## config.mk

```make
export PLATFORM = sky130hd
export DESIGN_NAME = flash_gate
export DESIGN_NICKNAME = d
export VERILOG_FILES = /design/src/flash_cmd_permit.v /design/src/flash_ccob_mem.v /design/src/flash_gate.v
export VERILOG_INCLUDE_DIRS = /design/src
export SDC_FILE = /design/constraint.sdc
export NUM_CORES = 1
export LEC_CHECK = 0
export BUFFER_PORTS_ARGS = -buffer_cell sky130_fd_sc_hd__buf_2
export CAP_MARGIN = 20
export CORE_UTILIZATION = 34
export CTS_CLUSTER_DIAMETER = 100
export DETAILED_ROUTE_END_ITERATION = 7
export GPL_TIMING_DRIVEN = 1
export PLACE_DENSITY = 0.58
export SLEW_MARGIN = 20
export SYNTH_ARGS = -nofsm -noshare
export SYNTH_HDL_FRONTEND = slang
export SYNTH_HIERARCHICAL = 1
export SYNTH_SLANG_ARGS = --single-unit
```

## constraint.sdc

```tcl
create_clock -name i_clk -period 2.84 [get_ports i_clk]
set_clock_uncertainty 0.2 [all_clocks]
set_input_delay 0.142 -clock i_clk [delete_from_list [all_inputs] [get_ports i_clk]]
set_output_delay 0.142 -clock i_clk [all_outputs]
set_load 0.02 [all_outputs]
```

## src/flash_gate_defs.vh

```
// Constants of the flash command gate and fault status block.
`ifndef FLASH_GATE_DEFS_VH
`define FLASH_GATE_DEFS_VH
`define ADR_STATUS 8'h00
`define ADR_CONFIG 8'h04
`define ADR_PROT 8'h08
`define ADR_RSV1 8'h0C
`define ADR_INDEX 8'h10
`define ADR_CCOB 8'h14
`define ADR_FAULT 8'h18
`define ST_COMPLETE 7
`define ST_ACCESS_ERROR_FLAG 5
`define CFG_IGNORE_SINGLE_FAULT 4
`define FLT_DOUBLE 1
`define FLT_SINGLE 0
`define PROT_OPEN 7
`define PROT_HI_DIS 5
`define PROT_LO_DIS 2
`define PROT_RESET 8'hFF
`define PROT_DBL_FAULT 8'h7F
`define CMD_VFY_ALL 8'h01
`define CMD_VFY_BLK 8'h02
`define CMD_VFY_SECT 8'h03
`define CMD_RD_ONCE 8'h04
`define CMD_PGM 8'h06
`define CMD_PGM_ONCE 8'h07
`define CMD_ERS_ALL 8'h08
`define CMD_ERS_BLK 8'h09
`define CMD_ERS_SECT 8'h0A
`define CMD_UNSECURE 8'h0B
`define CMD_VFY_KEY 8'h0C
`define CMD_USR_MARGIN 8'h0D
`define CMD_FLD_MARGIN 8'h0E
`define CMD_VFY_EE 8'h10
`define CMD_PGM_EE 8'h11
`define CMD_ERS_EE 8'h12
`define IDX_CODE 3'h0
`endif

```

## src/flash_cmd_permit.v

```verilog
// Mode and security permission check for flash command codes.
`timescale 1ns/100ps
`include "flash_gate_defs.vh"
module flash_cmd_permit (
  input wire [7:0] i_code, // Command code to check.
  input wire i_special, // High in special single-chip mode.
  input wire i_secure, // High when the chip is secured.
  output reg o_ok // High when the code may run.
);
  // Decode the code against the four mode and security corners.
  always @* begin
    case (i_code)
      `CMD_VFY_ALL, `CMD_VFY_BLK: begin
        o_ok = 1'b1;
      end
      `CMD_VFY_SECT, `CMD_RD_ONCE, `CMD_PGM, `CMD_PGM_ONCE, `CMD_ERS_BLK, `CMD_ERS_SECT,
      `CMD_USR_MARGIN, `CMD_VFY_EE, `CMD_PGM_EE, `CMD_ERS_EE: begin
        o_ok = ~(i_secure & i_special);
      end
      `CMD_ERS_ALL, `CMD_UNSECURE: begin
        o_ok = i_special;
      end
      `CMD_VFY_KEY: begin
        o_ok = ~i_special;
      end
      `CMD_FLD_MARGIN: begin
        o_ok = i_special & ~i_secure;
      end
      default: begin
        o_ok = 1'b0;
      end
    endcase
  end
endmodule

```

## src/flash_ccob_mem.v

```verilog
// Command object store: eight 16-bit words with byte enables and registered read.
`timescale 1ns/100ps
module flash_ccob_mem (
  input wire i_clk, // Bus clock.
  input wire [2:0] i_addr, // Word index for both ports.
  input wire i_we, // Write strobe.
  input wire [1:0] i_be, // Byte enables, bit 1 is the high byte.
  input wire [15:0] i_wdata, // Write data.
  output reg [15:0] o_rdata // Registered read data.
);
  reg [15:0] mem [0:7];

  // Byte-wise write, and read data taken into a register every cycle.
  always @(posedge i_clk) begin
    if (i_we && i_be[1]) begin
      mem[i_addr][15:8] <= i_wdata[15:8];
    end
    if (i_we && i_be[0]) begin
      mem[i_addr][7:0] <= i_wdata[7:0];
    end
    o_rdata <= mem[i_addr];
  end
endmodule

```

## src/flash_gate.v

```verilog
// Flash command gate, fault status, protection and command object registers.
//
// Implementation choice: the Wishbone register port.
`timescale 1ns/100ps
`include "flash_gate_defs.vh"
module flash_gate (
  input wire i_clk, // Bus clock, 250 MHz.
  input wire i_arst_n, // Asynchronous system reset, active low.
  input wire i_wb_cyc, // Wishbone cycle.
  input wire i_wb_stb, // Wishbone strobe.
  input wire i_wb_we, // Wishbone write enable.
  input wire [7:0] i_wb_adr, // Wishbone byte address.
  input wire [3:0] i_wb_sel, // Wishbone byte selects.
  input wire [31:0] i_wb_dat, // Wishbone write data.
  output reg o_wb_ack, // Wishbone acknowledge.
  output reg [31:0] o_wb_dat, // Wishbone read data.
  input wire i_special_mode_in, // Chip in special single-chip mode.
  input wire i_secure_state_in, // Chip secured.
  input wire i_array_read, // One-cycle pulse per flash array read.
  input wire i_ecc_single, // Corrected single-bit fault on this read.
  input wire i_ecc_double, // Double-bit fault on this read.
  input wire i_prot_load, // Pulse when the reset sequence has read the protection byte.
  input wire [7:0] i_prot_byte, // Protection byte read by the reset sequence.
  input wire i_prot_load_dbl, // Double-bit fault on the protection phrase.
  input wire i_exec_done, // Array sequencer finished the running command.
  output reg o_exec_start, // One-cycle pulse starting a permitted command.
  output reg [7:0] o_exec_code, // Code of the running command.
  output reg o_verify_pflash, // Running command checks every program-flash block.
  output reg o_verify_eeprom, // Running command checks every EEPROM block.
  output reg o_busy, // A command is running.
  output reg [7:0] o_prot // Protection byte to the array sequencer.
);
  localparam ST_IDLE = 3'b001;
  localparam ST_WAIT = 3'b010;
  localparam ST_ACK = 3'b100;

  reg [2:0] bus_st_r;
  reg [2:0] bus_st_nxt;
  reg complete_r;
  reg access_error_flag_r;
  reg ignore_single_fault_r;
  reg [2:0] index_r;
  reg [7:0] code_r;
  reg sf_r;
  reg df_r;
  reg rd_q_r;
  reg sgl_q_r;
  reg dbl_q_r;
  reg col_q_r;
  reg [31:0] rdat_nxt;
  wire req;
  wire wr_go;
  wire sel_hi;
  wire sel_lo;
  wire [15:0] ccob_rdata;
  wire ccob_we;
  wire permit_ok;
  wire launch;
  wire set_sf;
  wire set_df;
  wire prot_ok;
  wire [7:0] prot_new;

  assign req = i_wb_cyc & i_wb_stb;
  // A write commits on the edge at which the acknowledge rises.
  assign wr_go = (bus_st_r == ST_WAIT) & req & i_wb_we;
  assign sel_hi = i_wb_sel[1];
  assign sel_lo = i_wb_sel[0];

  // Bus handshake: one wait state, then acknowledge for one cycle.
  always @* begin
    case (bus_st_r)
      ST_IDLE: begin
        bus_st_nxt = req ? ST_WAIT : ST_IDLE;
      end
      ST_WAIT: begin
        bus_st_nxt = req ? ST_ACK : ST_IDLE;
      end
      ST_ACK: begin
        bus_st_nxt = ST_IDLE;
      end
      default: begin
        bus_st_nxt = ST_IDLE;
      end
    endcase
  end

  always @(posedge i_clk or negedge i_arst_n) begin
    if (!i_arst_n) begin
      bus_st_r <= ST_IDLE;
      o_wb_ack <= 1'b0;
    end else begin
      bus_st_r <= bus_st_nxt;
      o_wb_ack <= (bus_st_nxt == ST_ACK);
    end
  end

  // Command object words; a write to index zero with the high byte selected also fixes the command code.
  assign ccob_we = (i_wb_adr == `ADR_CCOB) & wr_go & complete_r;

  flash_ccob_mem u_ccob (
    .i_clk(i_clk),
    .i_addr(index_r),
    .i_we(ccob_we),
    .i_be(i_wb_sel[1:0]),
    .i_wdata(i_wb_dat[15:0]),
    .o_rdata(ccob_rdata)
  );

  // Mode from the special input, security from the secure input.
  flash_cmd_permit u_permit (
    .i_code(code_r),
    .i_special(i_special_mode_in),
    .i_secure(i_secure_state_in),
    .o_ok(permit_ok)
  );

  // Writing one to the complete flag while idle and error free launches.
  assign launch = (i_wb_adr == `ADR_STATUS) & wr_go & sel_lo & i_wb_dat[`ST_COMPLETE] &
                  complete_r & ~access_error_flag_r;

  // Status, configuration, index and command code registers.
  always @(posedge i_clk or negedge i_arst_n) begin
    if (!i_arst_n) begin
      complete_r <= 1'b1;
      access_error_flag_r <= 1'b0;
      ignore_single_fault_r <= 1'b0;
      index_r <= 3'h0;
      code_r <= 8'h00;
    end else begin
      if (launch && !permit_ok) begin
        access_error_flag_r <= 1'b1;
      end else if ((i_wb_adr == `ADR_STATUS) && wr_go && sel_lo && i_wb_dat[`ST_ACCESS_ERROR_FLAG]) begin
        access_error_flag_r <= 1'b0;
      end
      if (launch && permit_ok) begin
        complete_r <= 1'b0;
      end else if (!complete_r && i_exec_done) begin
        complete_r <= 1'b1;
      end
      if ((i_wb_adr == `ADR_CONFIG) && wr_go && sel_lo) begin
        ignore_single_fault_r <= i_wb_dat[`CFG_IGNORE_SINGLE_FAULT];
      end
      if ((i_wb_adr == `ADR_INDEX) && wr_go && sel_lo && complete_r) begin
        index_r <= i_wb_dat[2:0];
      end
      if (ccob_we && (index_r == `IDX_CODE) && sel_hi) begin
        code_r <= i_wb_dat[15:8];
      end
    end
  end

  // Start pulse and command outputs toward the array sequencer.
  always @(posedge i_clk or negedge i_arst_n) begin
    if (!i_arst_n) begin
      o_exec_start <= 1'b0;
      o_exec_code <= 8'h00;
      o_verify_pflash <= 1'b0;
      o_verify_eeprom <= 1'b0;
      o_busy <= 1'b0;
    end else begin
      o_exec_start <= launch & permit_ok;
      if (launch && permit_ok) begin
        o_exec_code <= code_r;
        o_verify_pflash <= (code_r == `CMD_VFY_ALL);
        o_verify_eeprom <= (code_r == `CMD_VFY_ALL);
        o_busy <= 1'b1;
      end else if (!complete_r && i_exec_done) begin
        o_verify_pflash <= 1'b0;
        o_verify_eeprom <= 1'b0;
        o_busy <= 1'b0;
      end
    end
  end

  // Read events are staged one cycle before the flags take them.
  always @(posedge i_clk or negedge i_arst_n) begin
    if (!i_arst_n) begin
      rd_q_r <= 1'b0;
      sgl_q_r <= 1'b0;
      dbl_q_r <= 1'b0;
      col_q_r <= 1'b0;
    end else begin
      rd_q_r <= i_array_read;
      sgl_q_r <= i_ecc_single;
      dbl_q_r <= i_ecc_double;
      col_q_r <= i_array_read & ~complete_r;
    end
  end

  // A genuine fault is either single or double; a collision raises double, and single too unless single faults are ignored.
  assign set_df = rd_q_r & (dbl_q_r | col_q_r);
  assign set_sf = rd_q_r & ~ignore_single_fault_r & ((sgl_q_r & ~dbl_q_r) | col_q_r);

  // Fault flags: hardware set wins over a write-one clear in the same cycle.
  always @(posedge i_clk or negedge i_arst_n) begin
    if (!i_arst_n) begin
      sf_r <= 1'b0;
      df_r <= 1'b0;
    end else begin
      if (set_df) begin
        df_r <= 1'b1;
      end else if ((i_wb_adr == `ADR_FAULT) && wr_go && sel_lo && i_wb_dat[`FLT_DOUBLE]) begin
        df_r <= 1'b0;
      end
      if (set_sf) begin
        sf_r <= 1'b1;
      end else if ((i_wb_adr == `ADR_FAULT) && wr_go && sel_lo && i_wb_dat[`FLT_SINGLE]) begin
        sf_r <= 1'b0;
      end
    end
  end

  // A write may only keep or grow each protected range and never move the open bit.
  assign prot_new = i_wb_dat[7:0];
  assign prot_ok = (prot_new[`PROT_OPEN] == o_prot[`PROT_OPEN]) &
                   (prot_new[6] == o_prot[6]) &
                   (!prot_new[`PROT_HI_DIS] || o_prot[`PROT_HI_DIS]) &
                   (o_prot[`PROT_HI_DIS] || (prot_new[4:3] >= o_prot[4:3])) &
                   (!prot_new[`PROT_LO_DIS] || o_prot[`PROT_LO_DIS]) &
                   (o_prot[`PROT_LO_DIS] || (prot_new[1:0] >= o_prot[1:0]));

  // Protection: open with both ranges disabled (8'hFF) until the reset sequence delivers the stored byte.
  always @(posedge i_clk or negedge i_arst_n) begin
    if (!i_arst_n) begin
      o_prot <= `PROT_RESET;
    end else if (i_prot_load) begin
      if (i_prot_load_dbl) begin
        o_prot <= `PROT_DBL_FAULT;
      end else begin
        o_prot <= i_prot_byte;
      end
    end else if ((i_wb_adr == `ADR_PROT) && wr_go && sel_lo && prot_ok) begin
      o_prot <= prot_new;
    end
  end

  // Read data mux, decoded in the wait state; unmapped and reserved read zero.
  always @* begin
    rdat_nxt = 32'h00000000;
    if (i_wb_adr == `ADR_STATUS) begin
      rdat_nxt[`ST_COMPLETE] = complete_r;
      rdat_nxt[`ST_ACCESS_ERROR_FLAG] = access_error_flag_r;
    end else if (i_wb_adr == `ADR_CONFIG) begin
      rdat_nxt[`CFG_IGNORE_SINGLE_FAULT] = ignore_single_fault_r;
    end else if (i_wb_adr == `ADR_PROT) begin
      rdat_nxt[7:0] = o_prot;
    end else if (i_wb_adr == `ADR_RSV1) begin
      rdat_nxt = 32'h00000000;
    end else if (i_wb_adr == `ADR_INDEX) begin
      rdat_nxt[2:0] = index_r;
    end else if (i_wb_adr == `ADR_CCOB) begin
      rdat_nxt[15:0] = ccob_rdata;
    end else if (i_wb_adr == `ADR_FAULT) begin
      rdat_nxt[`FLT_DOUBLE] = df_r;
      rdat_nxt[`FLT_SINGLE] = sf_r;
    end
  end

  always @(posedge i_clk or negedge i_arst_n) begin
    if (!i_arst_n) begin
      o_wb_dat <= 32'h00000000;
    end else if (bus_st_nxt == ST_ACK) begin
      o_wb_dat <= i_wb_we ? 32'h00000000 : rdat_nxt;
    end
  end
endmodule

```

Yosys cells after proc, flatten, opt, wreduce, memory -nomap -nowiden
Memories as Yosys holds them, arrays and structs flattened. A register that Yosys moved wholly into a read port is not among the register bits.
Index checks and enable logic that the tools add are counted.
W data, S select, Z words.
{"block": "word_totals", "register_bits": 75, "mem_bits_rw": 128, "inputBits": 65, "out_inout_bits": 53, "word_cells": 165, "mem_count": 1}
{"memory": "u_ccob.mem", "words": 8, "word_bits": 16, "read_ports": 1, "rd_clocked_by_memory_dff": 1, "write_ports": 1, "line": "flash_ccob_mem.v:11", "text": "reg [15:0] mem [0:7];"}
{"block": "op_classes", "magnitude_cmp": 2, "n_eq_ne": 27, "muxes": 44, "bitwise_logic": 32, "reduce_logical": 40}
{"op": "$mux W14", "count": 6}
{"op": "$eq A8 B4 Y1 const B", "count": 9}
{"op": "$eq A8 B5 Y1 const B", "count": 6}
{"op": "$mux W8", "count": 5}
{"op": "$eq A8 B3 Y1 const B", "count": 4}
{"op": "$mux W32", "count": 1}
{"op": "$mux W27", "count": 1}
{"op": "$mux W24", "count": 1}
{"op": "$and A1 B1 Y1", "count": 23}
{"op": "$logic_and A1 B1 Y1", "count": 22}
{"op": "$mux W1", "count": 19}
{"op": "$eq A8 B2 Y1 const B", "count": 2}
{"op": "$mux W16", "count": 1}
{"op": "$mux W13", "count": 1}
{"op": "$reduce_bool A2 Y1", "count": 5}
{"op": "$reduce_or A10 Y1", "count": 1}
{"op": "$eq A8 B1 Y1 const B", "count": 1}
{"op": "$logic_not A8 Y1", "count": 1}
{"op": "$not A1 Y1", "count": 7}
{"op": "$mux W2", "count": 3}
{"op": "$mux W3", "count": 2}
{"op": "$pmux W3 S2", "count": 1}
{"op": "$mux W5", "count": 1}
{"op": "$pmux W1 S5", "count": 1}
{"op": "other kinds (11)", "count": 21}

Depth between registers and ports, before layout
Gate-level depths: netlist of run 1.
{"block": "depth", "ltp_word": 13, "mapped_depth": 9, "depth_no_buf": 7}

Cells and area by module
The synthesis of run 1 kept the hierarchy.
{"mod": "flash_ccob_mem", "n_inst": 1, "cells_per_inst": 225, "area_each_um2": 5316.3, "seq_area_each_um2": 4164.0}
{"mod": "flash_gate", "n_inst": 1, "cells_per_inst": 268, "area_each_um2": 2976.6, "seq_area_each_um2": 1488.9}
{"mod": "flash_cmd_permit", "n_inst": 1, "cells_per_inst": 25, "area_each_um2": 158.9, "seq_area_each_um2": 0.0}

Worst setup path before layout of run 1
Ideal clock, no wire load.
{"block": "synth_timing", "path_type": "register -> register", "startpoint": "register bus_st_r[2]", "endpoint": "memory u_ccob.mem[4][10], enable pin", "arrival_ns": 2.116, "path_slack_ns": 0.141, "path_stages_with_launch": 8, "period_less_slack_ns": 2.699, "path_cell_list": "dfrtp_1 -> nand3b_4 -> or2_2 -> clkbuf_1 -> inv_1 -> and4_1 -> nand3_1 -> nor3_1"}
{"block": "synth_via", "elab_chain_len": 8}
{"item": "start: declaration", "line": "flash_gate.v:37", "text": "reg [2:0] bus_st_r;"}
{"item": "start signal: assignment", "line": "flash_gate.v:93", "text": "bus_st_r <= bus_st_nxt;"}
{"item": "$eq A3 B2 Y1", "line": "flash_gate.v:66", "text": "assign wr_go = (bus_st_r == ST_WAIT) & req & i_wb_we;"}
{"item": "$and A1 B1 Y1 (2 in series)", "line": "flash_gate.v:66"}
{"item": "$and A1 B1 Y1 (2 in series)", "line": "flash_gate.v:99", "text": "assign ccob_we = (i_wb_adr == `ADR_CCOB) & wr_go & complete_r;"}
{"item": "named net ccob_we", "line": "flash_gate.v:56", "text": "wire ccob_we;"}
{"item": "$logic_and A1 B1 Y1", "line": "flash_ccob_mem.v:15", "text": "if (i_we && i_be[1]) begin"}
{"item": "$mux W1", "line": "flash_ccob_mem.v:15"}
{"item": "$mux W1 (not written as such)", "line": "flash_ccob_mem.v:16", "text": "mem[i_addr][15:8] <= i_wdata[15:8];"}
{"item": "end: declaration", "line": "flash_ccob_mem.v:11"}
The timed path passes the listed nets, and every way through them passes these cells.

Final worst setup path of run 1
{"block": "layout_timing", "startpoint": "input i_wb_adr[7]", "endpoint": "register o_exec_code[0]"}
{"block": "layout_via", "elab_chain_len": 7}
{"item": "start: declaration", "line": "flash_gate.v:12", "text": "input wire [7:0] i_wb_adr,"}
{"item": "$logic_not A8 Y1 (no line)"}
{"item": "$and A1 B1 Y1 (5 in series)", "line": "flash_gate.v:119", "text": "assign launch = (i_wb_adr == `ADR_STATUS) & wr_go & sel_lo & i_wb_dat[`ST_COMPLETE] &"}
{"item": "$logic_and A1 B1 Y1", "line": "flash_gate.v:163", "text": "if (launch && permit_ok) begin"}
{"item": "end signal: assignment", "line": "flash_gate.v:164", "text": "o_exec_code <= code_r;"}
{"item": "end: declaration", "line": "flash_gate.v:27", "text": "output reg [7:0] o_exec_code,"}
No other way between the ends.
A chain may end at the register's enable or synchronous reset.

==> results of run 1 <==
cell families (layout without fill, tap and decap cells):
family	after synthesis	count (layout)	synth area share [%]
compound gates	71	71	5.55
xor+xnor	2	2	0.207
fa+ha+maj	4	4	0.592
buf+inv	49	221	3.48
flops	203	203	66.9
mux	69	69	14.7
other cells	1	18	0.0444
simple gates	119	119	8.56
path summary, 6_finish.rpt:
check	startpoint	to	slack, ps	depth (start not counted)
hold / removal	i_arst_n	o_wb_dat[2]	40	2
hold reg to reg	u_ccob/o_rdata[9]	o_wb_dat[9]	240	1
setup / recovery	i_wb_adr[7]	o_exec_code[0]	80	7
max in group asynchronous	i_arst_n	bus_st_r[0]	1640	3
setup reg to reg	o_prot[4]	o_prot[4]	140	8
min in group i_clk	i_wb_adr[5]	o_wb_dat[7]	50	5
Yosys cell counts, types with 2 or more instances:
cell type	number
a2111oi_0	2
a21oi_1	12
a22o_1	8
a22oi_1	4
a31oi_1	4
a32o_1	3
and3_1	2
buf_1	3
buf_2	6
buf_4	19
buf_6	2
clkbuf_1	5
dfrtp_1	49
dfstp_2	10
dfxtp_1	16
edfxtp_1	128
ha_1	4
inv_1	12
mux2_2	18
mux2_4	17
mux4_1	11
mux4_2	21
nand2_1	23
nand2b_1	9
nand3_1	13
nand3b_1	3
nand4_1	2
nor2_1	23
nor2b_1	7
nor3_1	9
nor3_4	2
nor4_1	2
nor4b_1	2
nor4b_2	2
o21a_1	2
o21ai_0	22
o22ai_1	2
o311ai_0	3
o31ai_1	2
xor2_1	2
layer usage:
layer,vias up,GRT usage (%),part of all wire [%]
li1,2335,-,-
met1,2565,19.7,44
met2,134,24.4,48
met3,28,3.06,5.8
met4,0,4.72,1.9
met5,-,0,0
cell type report:
| type | count | area (sq um) |
|---|---|---|
| clock buffer | 30 | 569 |
| timing repair buffer | 172 | 1220 |
| tap | 324 | 405 |
| antenna | 2 | 5.00 |
| clock inverter | 6 | 25.0 |
| multi-input combinational | 281 | 2580 |
| inverter | 13 | 48.8 |
| fill | 2159 | 13800 |
| sequential | 203 | 5650 |
critical path, stage by stage:
cell	delay (ps)
dlygate4sd3_1	530
buf_2	140
or4_4	530
dlygate4sd3_1	610
nor2_2	210
nand4_2	360
mux2_4	400
power breakdown:
part           internal [mW]  total [mW]  switching (mW)
registers               3.17        3.18          0.0140
logic                  0.119       0.286           0.167
clock network           1.38        2.41            1.03
total                   4.67        5.87            1.21
state kept, by name (all words and copies together) (netlist names), 3 cells and up:
| signal | flops |
|---|---|
| code_r | 8 |
| u_ccob/o_rdata | 16 |
| bus_st_r | 3 |
| o_prot | 8 |
| index_r | 3 |
| o_wb_dat | 16 |
| o_exec_code | 8 |
| u_ccob/mem | 128 |
what timing repair did:
action,CTS,global route
gates resized for setup,0,3
endpoints found under the setup margin,0,6
hold buffers,56,0
hold endpoints to repair,195,0
==> flow_summary_export.csv, run 1 <==
group,metric,value,unit
sta,post-route-period-util,97.2,%
floorplanning,chipWidth,160,microns
sta,setup_violations,0,
logic_synthesis,netlist-cell-type-count,72,
placement,dpl.hpwl,12700,microns
logic_synthesis,yosysWarningCount,6,
floorplanning,rows,57,
sta,worst_pin_slew,680,ps
grt,grt_max_degree,39,
pwr,pwr_density_cell,559,nW/um^2
clocking,ctsHtreeMaxLevel,1,
clocking,numCtsBuffers,21,
floorplanning,die_area,25500,sq um
setup_path,worst_ep_required_time,3010,ps
setup_path,critPathLaunchType,"input port",
detailed_routing,antenna_left,0,
sta,period_minus_slack,2760,ps
logic_synthesis,synthArstFlopShare,29.1,%
grt,grt-ovfl-total,0,
placement,placed_area,9330,sq um
clocking,root_buffer,"clkbuf_16",
logic_synthesis,yosys.area.top_type_share,45.5,%
detailed_routing,num_vias,5062,
setup_path,critPathMaxFanout,9,
sta,slew_violations,0,
logic_synthesis,syn_inst,518,
logic_synthesis,mappedNetlistArea,8450,sq um
clocking,cts.clk_slew.worst_paths,60,ps
placement,dp_slack,241,ps
detailed_routing,dr.pass1.iters,4,
cells_and_area,area_delta_synth_final,24.3,%
grt,gr-usage-all-layers,14.8,%
sta,setup_ws,80.5,ps
sta,hold-worst-slack,36.1,ps
pwr,power,5.87,mW
placement,gp_congestion,0.827,
detailed_routing,drt_iter0_drc,281,
clocking,cts_setup_buffers,0,
sta,finalSetupTns,0,ps
floorplanning,coreArea,24300,sq um
floorplanning,ios,118,
cells_and_area,instances_no_fill,1031,
cells_and_area,num-nets-final,761,
detailed_routing,vias_per_cell,4.91,
sta,relSlewSlack,54.7,%
grt,grt_pass1_vias,5283,
floorplanning,die_h,160,microns
sta,hold_viol_final,0,
grt,grt_pass1_wl,29600,microns
clocking,clock_sinks,203,
logic_synthesis,synth_edf_count,128,
pwr,p_leak,4.10,nW
sta,max_freq,362,MHz
clocking,clockBufferDepth,3,
sta,rsz0062_at_grt,"false",
status,status,"finished, final reports clean",
logic_synthesis,synth_top_area_cell,"edfxtp_1",
cells_and_area,final_common_cell,"edfxtp_1",
logic_synthesis,synth-main-ff-cell,"edfxtp_1",
pwr,ir_worst_vdd,0.387,mV
cells_and_area,final_cell_mix,"edfxtp_1 (128), buf_2 (83), dlygate4sd3_1 (56), dfrtp_1 (48), buf_4 (33)",
logic_synthesis,ys_ff_latch,203,
logic_synthesis,synth.area.top_cells,"edfxtp_1 (45%), dfrtp_1 (15%), mux4_2 (5.6%)",
clocking,cts_tree,"yes",
logic_synthesis,syn_area_per_cell,16.3,sq um
detailed_routing,route.detailed.drc,0,
setup_path,worst_setup_path_end_kind,"flip-flop",
detailed_routing,drt-total-wl,18600,microns
flow_run,drv_cap,0,
setup_path,critical_path_arrival,2930,ps
cells_and_area,drive_gt1_share,31.8,%
worst_hold_path,hold_path_class,"input port to async pin",
grt,antenna_found_initial,2,
floorplanning,start_util,34.8,%
cells_and_area,fin_area,10500,sq um
placement,io_buffers,83,
cells_and_area,finish.utilization,43.2,%
logic_synthesis,ys_seq_area_share,66.9,%
placement,dp_cells,937,
clocking,worstSkewPairLatency,480,ps
setup_path,crit_type,"input port to flip-flop",
detailed_routing,wl_per_cell,18.0,microns
(Power assumes the default switching activity.)
==> inputs of run 2 (changes only) <==
--- a/config.mk
+++ b/config.mk
@@ -8,11 +8,12 @@
 export LEC_CHECK = 0
 export BUFFER_PORTS_ARGS = -buffer_cell sky130_fd_sc_hd__buf_2
 export CAP_MARGIN = 20
-export CORE_UTILIZATION = 34
+export CORE_UTILIZATION = 30
 export CTS_CLUSTER_DIAMETER = 100
 export DETAILED_ROUTE_END_ITERATION = 7
 export GPL_TIMING_DRIVEN = 1
-export PLACE_DENSITY = 0.58
+export PLACE_DENSITY = 0.53
+export SKIP_CTS_REPAIR_TIMING = 1
 export SLEW_MARGIN = 20
 export SYNTH_ARGS = -nofsm -noshare
 export SYNTH_HDL_FRONTEND = slang
==> run 2 against run 1 <==
Compared with the run above: the flow now finishes with violations (hold timing); first-iteration DRC count is 21% higher; critical endpoint is now o_prot[3]; final area increased by 1.9%; count of clock-buffer cells in the layout decreased by 2; total power is 9.8% higher; highest routed layer unchanged; global-route usage decreased by 1.7 points; setup slack gained 66 ps.
==> flow_summary_export.csv, run 2 (synthesized netlist as in run 1, its figures left out) <==
group,metric,value,unit
placement,io_buffers,83,
cells_and_area,drive_gt1_share,33.3,%
cells_and_area,top_regs,"u_ccob/mem: 128 flops, o_wb_dat: 16 flops, u_ccob/o_rdata: 16 flops",
sta,relSlewSlack,57.2,%
clocking,clock_sinks,203,
sta,rsz0062_at_grt,"false",
setup_path,critPathMaxFanout,5,
detailed_routing,vias_per_cell,4.68,
sta,finalSetupTns,0,ps
clocking,clockBufferDepth,3,
detailed_routing,met2_length,9460,microns
pwr,p_leak,4.17,nW
clocking,root_buffer,"clkbuf_16",
cells_and_area,num-nets-final,759,
setup_path,worst_ep_required_time,3080,ps
clocking,cts.clk_slew.worst_paths,70,ps
detailed_routing,wl_met3,1080,microns
clocking,cts_tree,"yes",
grt,grt_pass1_wl,28800,microns
cells_and_area,area_delta_synth_final,26.8,%
sta,slew_violations,0,
status,status,"complete, but fails checks",
floorplanning,chipWidth,170,microns
grt,grt_max_degree,39,
floorplanning,die_h,170,microns
sta,setup_violations,0,
cells_and_area,final_cell_mix,"edfxtp_1 (128), buf_2 (83), dlygate4sd3_1 (51), dfrtp_1 (48), buf_4 (35)",
grt,gr-usage-all-layers,13.1,%
setup_path,crit_type,"flip-flop to flip-flop",
detailed_routing,wl_met1,8260,microns
sta,hold_viol_final,5,
detailed_routing,num_vias,5077,
clocking,worstSkewPairLatency,500,ps
placement,dpl.hpwl,13100,microns
floorplanning,start_util,30.4,%
detailed_routing,drt_iter0_drc,341,
pwr,ir_worst_vdd,0.348,mV
detailed_routing,antenna_left,0,
grt,grt_pass1_vias,5055,
setup_path,critical_path_arrival,2940,ps
cells_and_area,largest-register,"u_ccob/mem",
pwr,pwr_density_cell,602,nW/um^2
detailed_routing,wl_per_cell,17.8,microns
placement,gp_congestion,0.839,
worst_hold_path,hold_path_class,"input port to flip-flop",
setup_path,worst_setup_path_end_kind,"flip-flop",
floorplanning,ios,118,
detailed_routing,dr.pass1.iters,4,
flow_run,drv_cap,0,
clocking,numCtsBuffers,22,
sta,post-route-period-util,94.8,%
detailed_routing,drt-total-wl,19300,microns
sta,worst_pin_slew,642,ps
sta,hold-worst-slack,-32.3,ps
cells_and_area,final_common_cell,"edfxtp_1",
setup_path,critPathLaunchType,"flip-flop",
sta,period_minus_slack,2690,ps
cells_and_area,finish.utilization,38.6,%
detailed_routing,top_layer,"met4",
grt,grt-ovfl-total,0,
sta,max_freq,371,MHz
floorplanning,rows,61,
clocking,ctsHtreeMaxLevel,1,
grt,antenna_found_initial,1,
floorplanning,coreArea,27800,sq um
floorplanning,die_area,28800,sq um
detailed_routing,route.detailed.drc,0,
status,violations,"hold timing",
cells_and_area,largest_reg_flops,128,
[run 2: cell types whose count changed in the layout (fill, tap and decap cells not counted), sizes merged]
| cell | previous run | this run |
|---|---|---|
| clkinvlp | 1 | 0 |
| clkbuf | 30 | 28 |
| dlygate4sd3 | 56 | 51 |
| inv | 13 | 15 |
| diode | 2 | 1 |
| clkinv | 5 | 7 |
| bufinv | 0 | 3 |
| buf | 116 | 118 |
[run 2: stage by stage]
stage / hold slack [ps] / setup WS (ps) / cells / total power, mW / cell area (sq um)
finish: -32.3 / 146 / 1085 / 6.45 / 10700
global route: 7.40 / 27.7 / 1084 / 6.66 / 10700
global placement: -4.49 / 226 / 993 / 3.45 / 9420
CTS: -540 / 85.8 / 1033 / 6.48 / 10200
detailed placement: 6.98 / 131 / 993 / 3.46 / 9420
floorplan: -354 / 141 / 533 / 3.34 / 8510
[run 2: cell type report]
| cell class | count | area [sq um] |
|---|---|---|
| clock inverters | 12 | 139 |
| clock buffers | 28 | 637 |
| fillers | 2599 | 17100 |
| diodes | 1 | 2.50 |
| inverters | 13 | 48.8 |
| repair buffers | 169 | 1190 |
| flip-flops and latches | 203 | 5650 |
| well taps | 378 | 473 |
| multi-input cells | 281 | 2570 |
[run 2: worst paths after layout]
| check | startpoint | to | slack (ps) | cells past startpoint |
|---|---|---|---|---|
| max | o_prot[4] | o_prot[3] | 150 | 8 |
| min | i_wb_adr[3] | o_wb_dat[0] | -30 | 5 |
| min in group asynchronous | i_arst_n | ignore_single_fault_r | 0 | 2 |
| max reg2reg | o_prot[4] | o_prot[3] | 150 | 8 |
| max in group asynchronous | i_arst_n | o_exec_code[2] | 1640 | 3 |
| min reg2reg | u_ccob/o_rdata[15] | o_wb_dat[15] | 250 | 1 |
[run 2: report_power, final]
part | total (mW) | leakage, nW | switching (mW) | internal, mW
sequential | 3.18 | 2.06 | 0.0161 | 3.17
combinational | 0.281 | 1.74 | 0.166 | 0.114
clock | 2.99 | 0.383 | 1.13 | 1.86
total | 6.45 | 4.17 | 1.31 | 5.14
[run 2: critical path: stages, from the launching register on]
cell and delay (ps):
dfstp_2 580, inv_1 50, ha_1 260, nor2b_1 130, a221o_1 340, nand4_1 190, o21ai_0 140, a21oi_1 160
dlygate4sd3_1 580
[run 2: per-layer routing]
| layer | vias to the layer above | track usage, % |
|---|---|---|
| met2 | 152 | 22.0 |
| met1 | 2567 | 17.0 |
| met3 | 32 | 2.40 |
| li1 | 2326 | - |
| met4 | 0 | 4.58 |
| met5 | - | 0 |
==> inputs of run 3 (changes only) <==
--- a/config.mk
+++ b/config.mk
@@ -8,11 +8,13 @@
 export LEC_CHECK = 0
 export BUFFER_PORTS_ARGS = -buffer_cell sky130_fd_sc_hd__buf_2
 export CAP_MARGIN = 20
+export CELL_PAD_IN_SITES_DETAIL_PLACEMENT = 2
+export CELL_PAD_IN_SITES_GLOBAL_PLACEMENT = 2
 export CORE_UTILIZATION = 30
 export CTS_CLUSTER_DIAMETER = 100
 export DETAILED_ROUTE_END_ITERATION = 7
 export GPL_TIMING_DRIVEN = 1
-export PLACE_DENSITY = 0.53
+export PLACE_DENSITY = 0.67
 export SKIP_CTS_REPAIR_TIMING = 1
 export SLEW_MARGIN = 20
 export SYNTH_ARGS = -nofsm -noshare
==> run 3 against run 2 <==
Compared with the run above: highest routed layer unchanged; core utilization down 0.36 points; setup slack got worse by 79 ps; sequential power hardly changed; the flow still finishes with violations (hold timing); routed wire length grew 18%; global-route usage up 2.4 points; maximum frequency shrank 2.9%; worst hold slack gained 18 ps; via count increased by 0.22%; total power is essentially flat; critical path type unchanged; cell count decreased by 0.83%.
==> flow_summary_export.csv, run 3 (synthesized netlist as in run 1, its figures left out) <==
group,metric,value,unit
setup_path,critical_path_arrival,3000,ps
detailed_routing,num_vias,5088,
clocking,numCtsBuffers,23,
grt,grt_pass1_wl,33500,microns
clocking,ctsHtreeMaxLevel,1,
detailed_routing,drt_iter0_drc,262,
floorplanning,chipWidth,170,microns
sta,setup_violations,0,
cells_and_area,largest-register,"u_ccob/mem",
placement,placed_area,9390,sq um
placement,gp_congestion,0.789,
pwr,ir_worst_vdd,0.334,mV
clocking,clockBufferDepth,3,
floorplanning,start_util,30.4,%
floorplanning,die_area,28800,sq um
cells_and_area,area_delta_synth_final,25.6,%
detailed_routing,vias_per_cell,4.73,
floorplanning,rows,61,
setup_path,critPathLaunchType,"flip-flop",
setup_path,worst_setup_path_end_kind,"flip-flop",
sta,worst_pin_slew,786,ps
sta,hold-worst-slack,-14.0,ps
cells_and_area,final_cell_mix,"edfxtp_1 (128), buf_2 (83), dfrtp_1 (48), dlygate4sd3_1 (46), buf_4 (29)",
grt,antenna_found_initial,2,
placement,io_buffers,83,
setup_path,r2r-start,"o_prot[4]",
sta,slew_violations,0,
cells_and_area,fin_area,10600,sq um
cells_and_area,top_regs,"u_ccob/mem: 128 flops, o_wb_dat: 16 flops, u_ccob/o_rdata: 16 flops",
status,violations,"hold timing",
worst_hold_path,worstHoldStart,"i_wb_adr[6]",
detailed_routing,wl_per_cell,21.1,microns
cells_and_area,largest_reg_flops,128,
grt,grt-ovfl-total,0,
pwr,power.share.combinational,4.5,%
clocking,worstSkewPairLatency,500,ps
setup_path,worst_ep_required_time,3060,ps
clocking,cts.clk_slew.worst_paths,60,ps
sta,hold_viol_final,2,
floorplanning,ios,118,
detailed_routing,route.detailed.drc,0,
setup_path,cp-startpoint,"o_prot[4]",
cells_and_area,finish.utilization,38.2,%
clocking,cts_tree,"yes",
sta,period_minus_slack,2770,ps
grt,grt_max_degree,60,
cells_and_area,drive_gt1_share,32.7,%
detailed_routing,antenna_left,0,
sta,relSlewSlack,47.6,%
setup_path,rrSetupSlack,70,ps
clocking,clock_sinks,203,
sta,finalSetupTns,0,ps
worst_hold_path,hold_path_class,"input port to flip-flop",
floorplanning,coreArea,27800,sq um
grt,grt_pass1_vias,5488,
grt,gr-usage-all-layers,15.5,%
placement,dpl.hpwl,15300,microns
pwr,switching_power,1.36,mW
detailed_routing,dr.pass1.iters,4,
setup_path,crit_type,"flip-flop to flip-flop",
flow_run,drv_cap,0,
sta,max_freq,361,MHz
pwr,clock_power_share,46.2,%
pwr,pwr-share-seq,49.3,%
detailed_routing,drt-total-wl,22700,microns
status,status,"complete, but fails checks",
placement,dp_slack,241,ps
pwr,p_leak,4.11,nW
cells_and_area,num-nets-final,750,
pwr,p_int,5.09,mW
sta,post-route-period-util,97.6,%
pwr,p_sw_share,21.1,%
sta,setup_ws,67.1,ps
pwr,pwr_density_cell,607,nW/um^2
setup_path,critPathMaxFanout,4,
cells_and_area,final_common_cell,"edfxtp_1",
clocking,root_buffer,"clkbuf_16",
floorplanning,die_h,170,microns
==> run 3: cell count changes in the layout (fill, tap and decap cells not counted), sizes merged <==
cell / previous run / this run
dlygate4sd3: 51 / 46
bufinv: 3 / 2
buf: 118 / 113
inv: 15 / 14
clkinv: 7 / 3
clkbuf: 28 / 35
==> run 3: worst paths after layout <==
kind | cells past startpoint | endpoint
setup / recovery | 8 | o_prot[3]
hold / removal | 5 | o_exec_start
setup reg to reg | 8 | o_prot[3]
hold reg to reg | 1 | o_wb_dat[12]
max in group asynchronous | 3 | index_r[0]
min in group asynchronous | 3 | o_wb_dat[6]
==> run 3: area by class of cell <==
class | instances | area, sq um
fillers | 2812 | 17200
flip-flops and latches | 203 | 5650
multi-input cells | 281 | 2560
repair buffers | 159 | 1110
clock buffers | 35 | 672
well taps | 378 | 473
clock inverters | 6 | 86.3
inverters | 13 | 48.8
diodes | 1 | 2.50
==> run 3: metal layers <==
layer	part of all wire, %	wire, microns	up-vias	track usage (%)
met5	0	0	-	0
met4	2.2	504	0	4.35
met3	5.1	1150	38	2.49
met2	50	11500	115	26.6
met1	42	9610	2636	20.4
li1	-	-	2299	-
==> run 3: critical path, cell delays in order (launching register included) <==
cell and delay (ps):
dfstp_2 590, inv_1 60, ha_1 260, nor2b_1 130, a221o_1 350, and4_4 210, a31oi_1 220, a21oi_1 110
dlygate4sd3_1 570
==> run 3: stage by stage <==
stage	hold WS, ps	total power [mW]	std cells
6_report	-14.0	6.45	1076
5_1_grt	5.57	6.66	1076
4_1_cts	-459	6.46	1029
3_5_place_dp	57.0	3.47	988
3_3_place_gp	60.3	3.46	988
2_1_floorplan	-354	3.34	533
==> run 3: power by group through the flow <==
stage / Clock, mW / Combinational (mW) / Sequential, mW
floorplan: 0 / 0.0957 / 3.25
global placement: 0 / 0.219 / 3.24
detailed placement: 0 / 0.233 / 3.24
CTS: 3.05 / 0.234 / 3.18
global route: 3.16 / 0.318 / 3.18
finish: 2.98 / 0.289 / 3.18
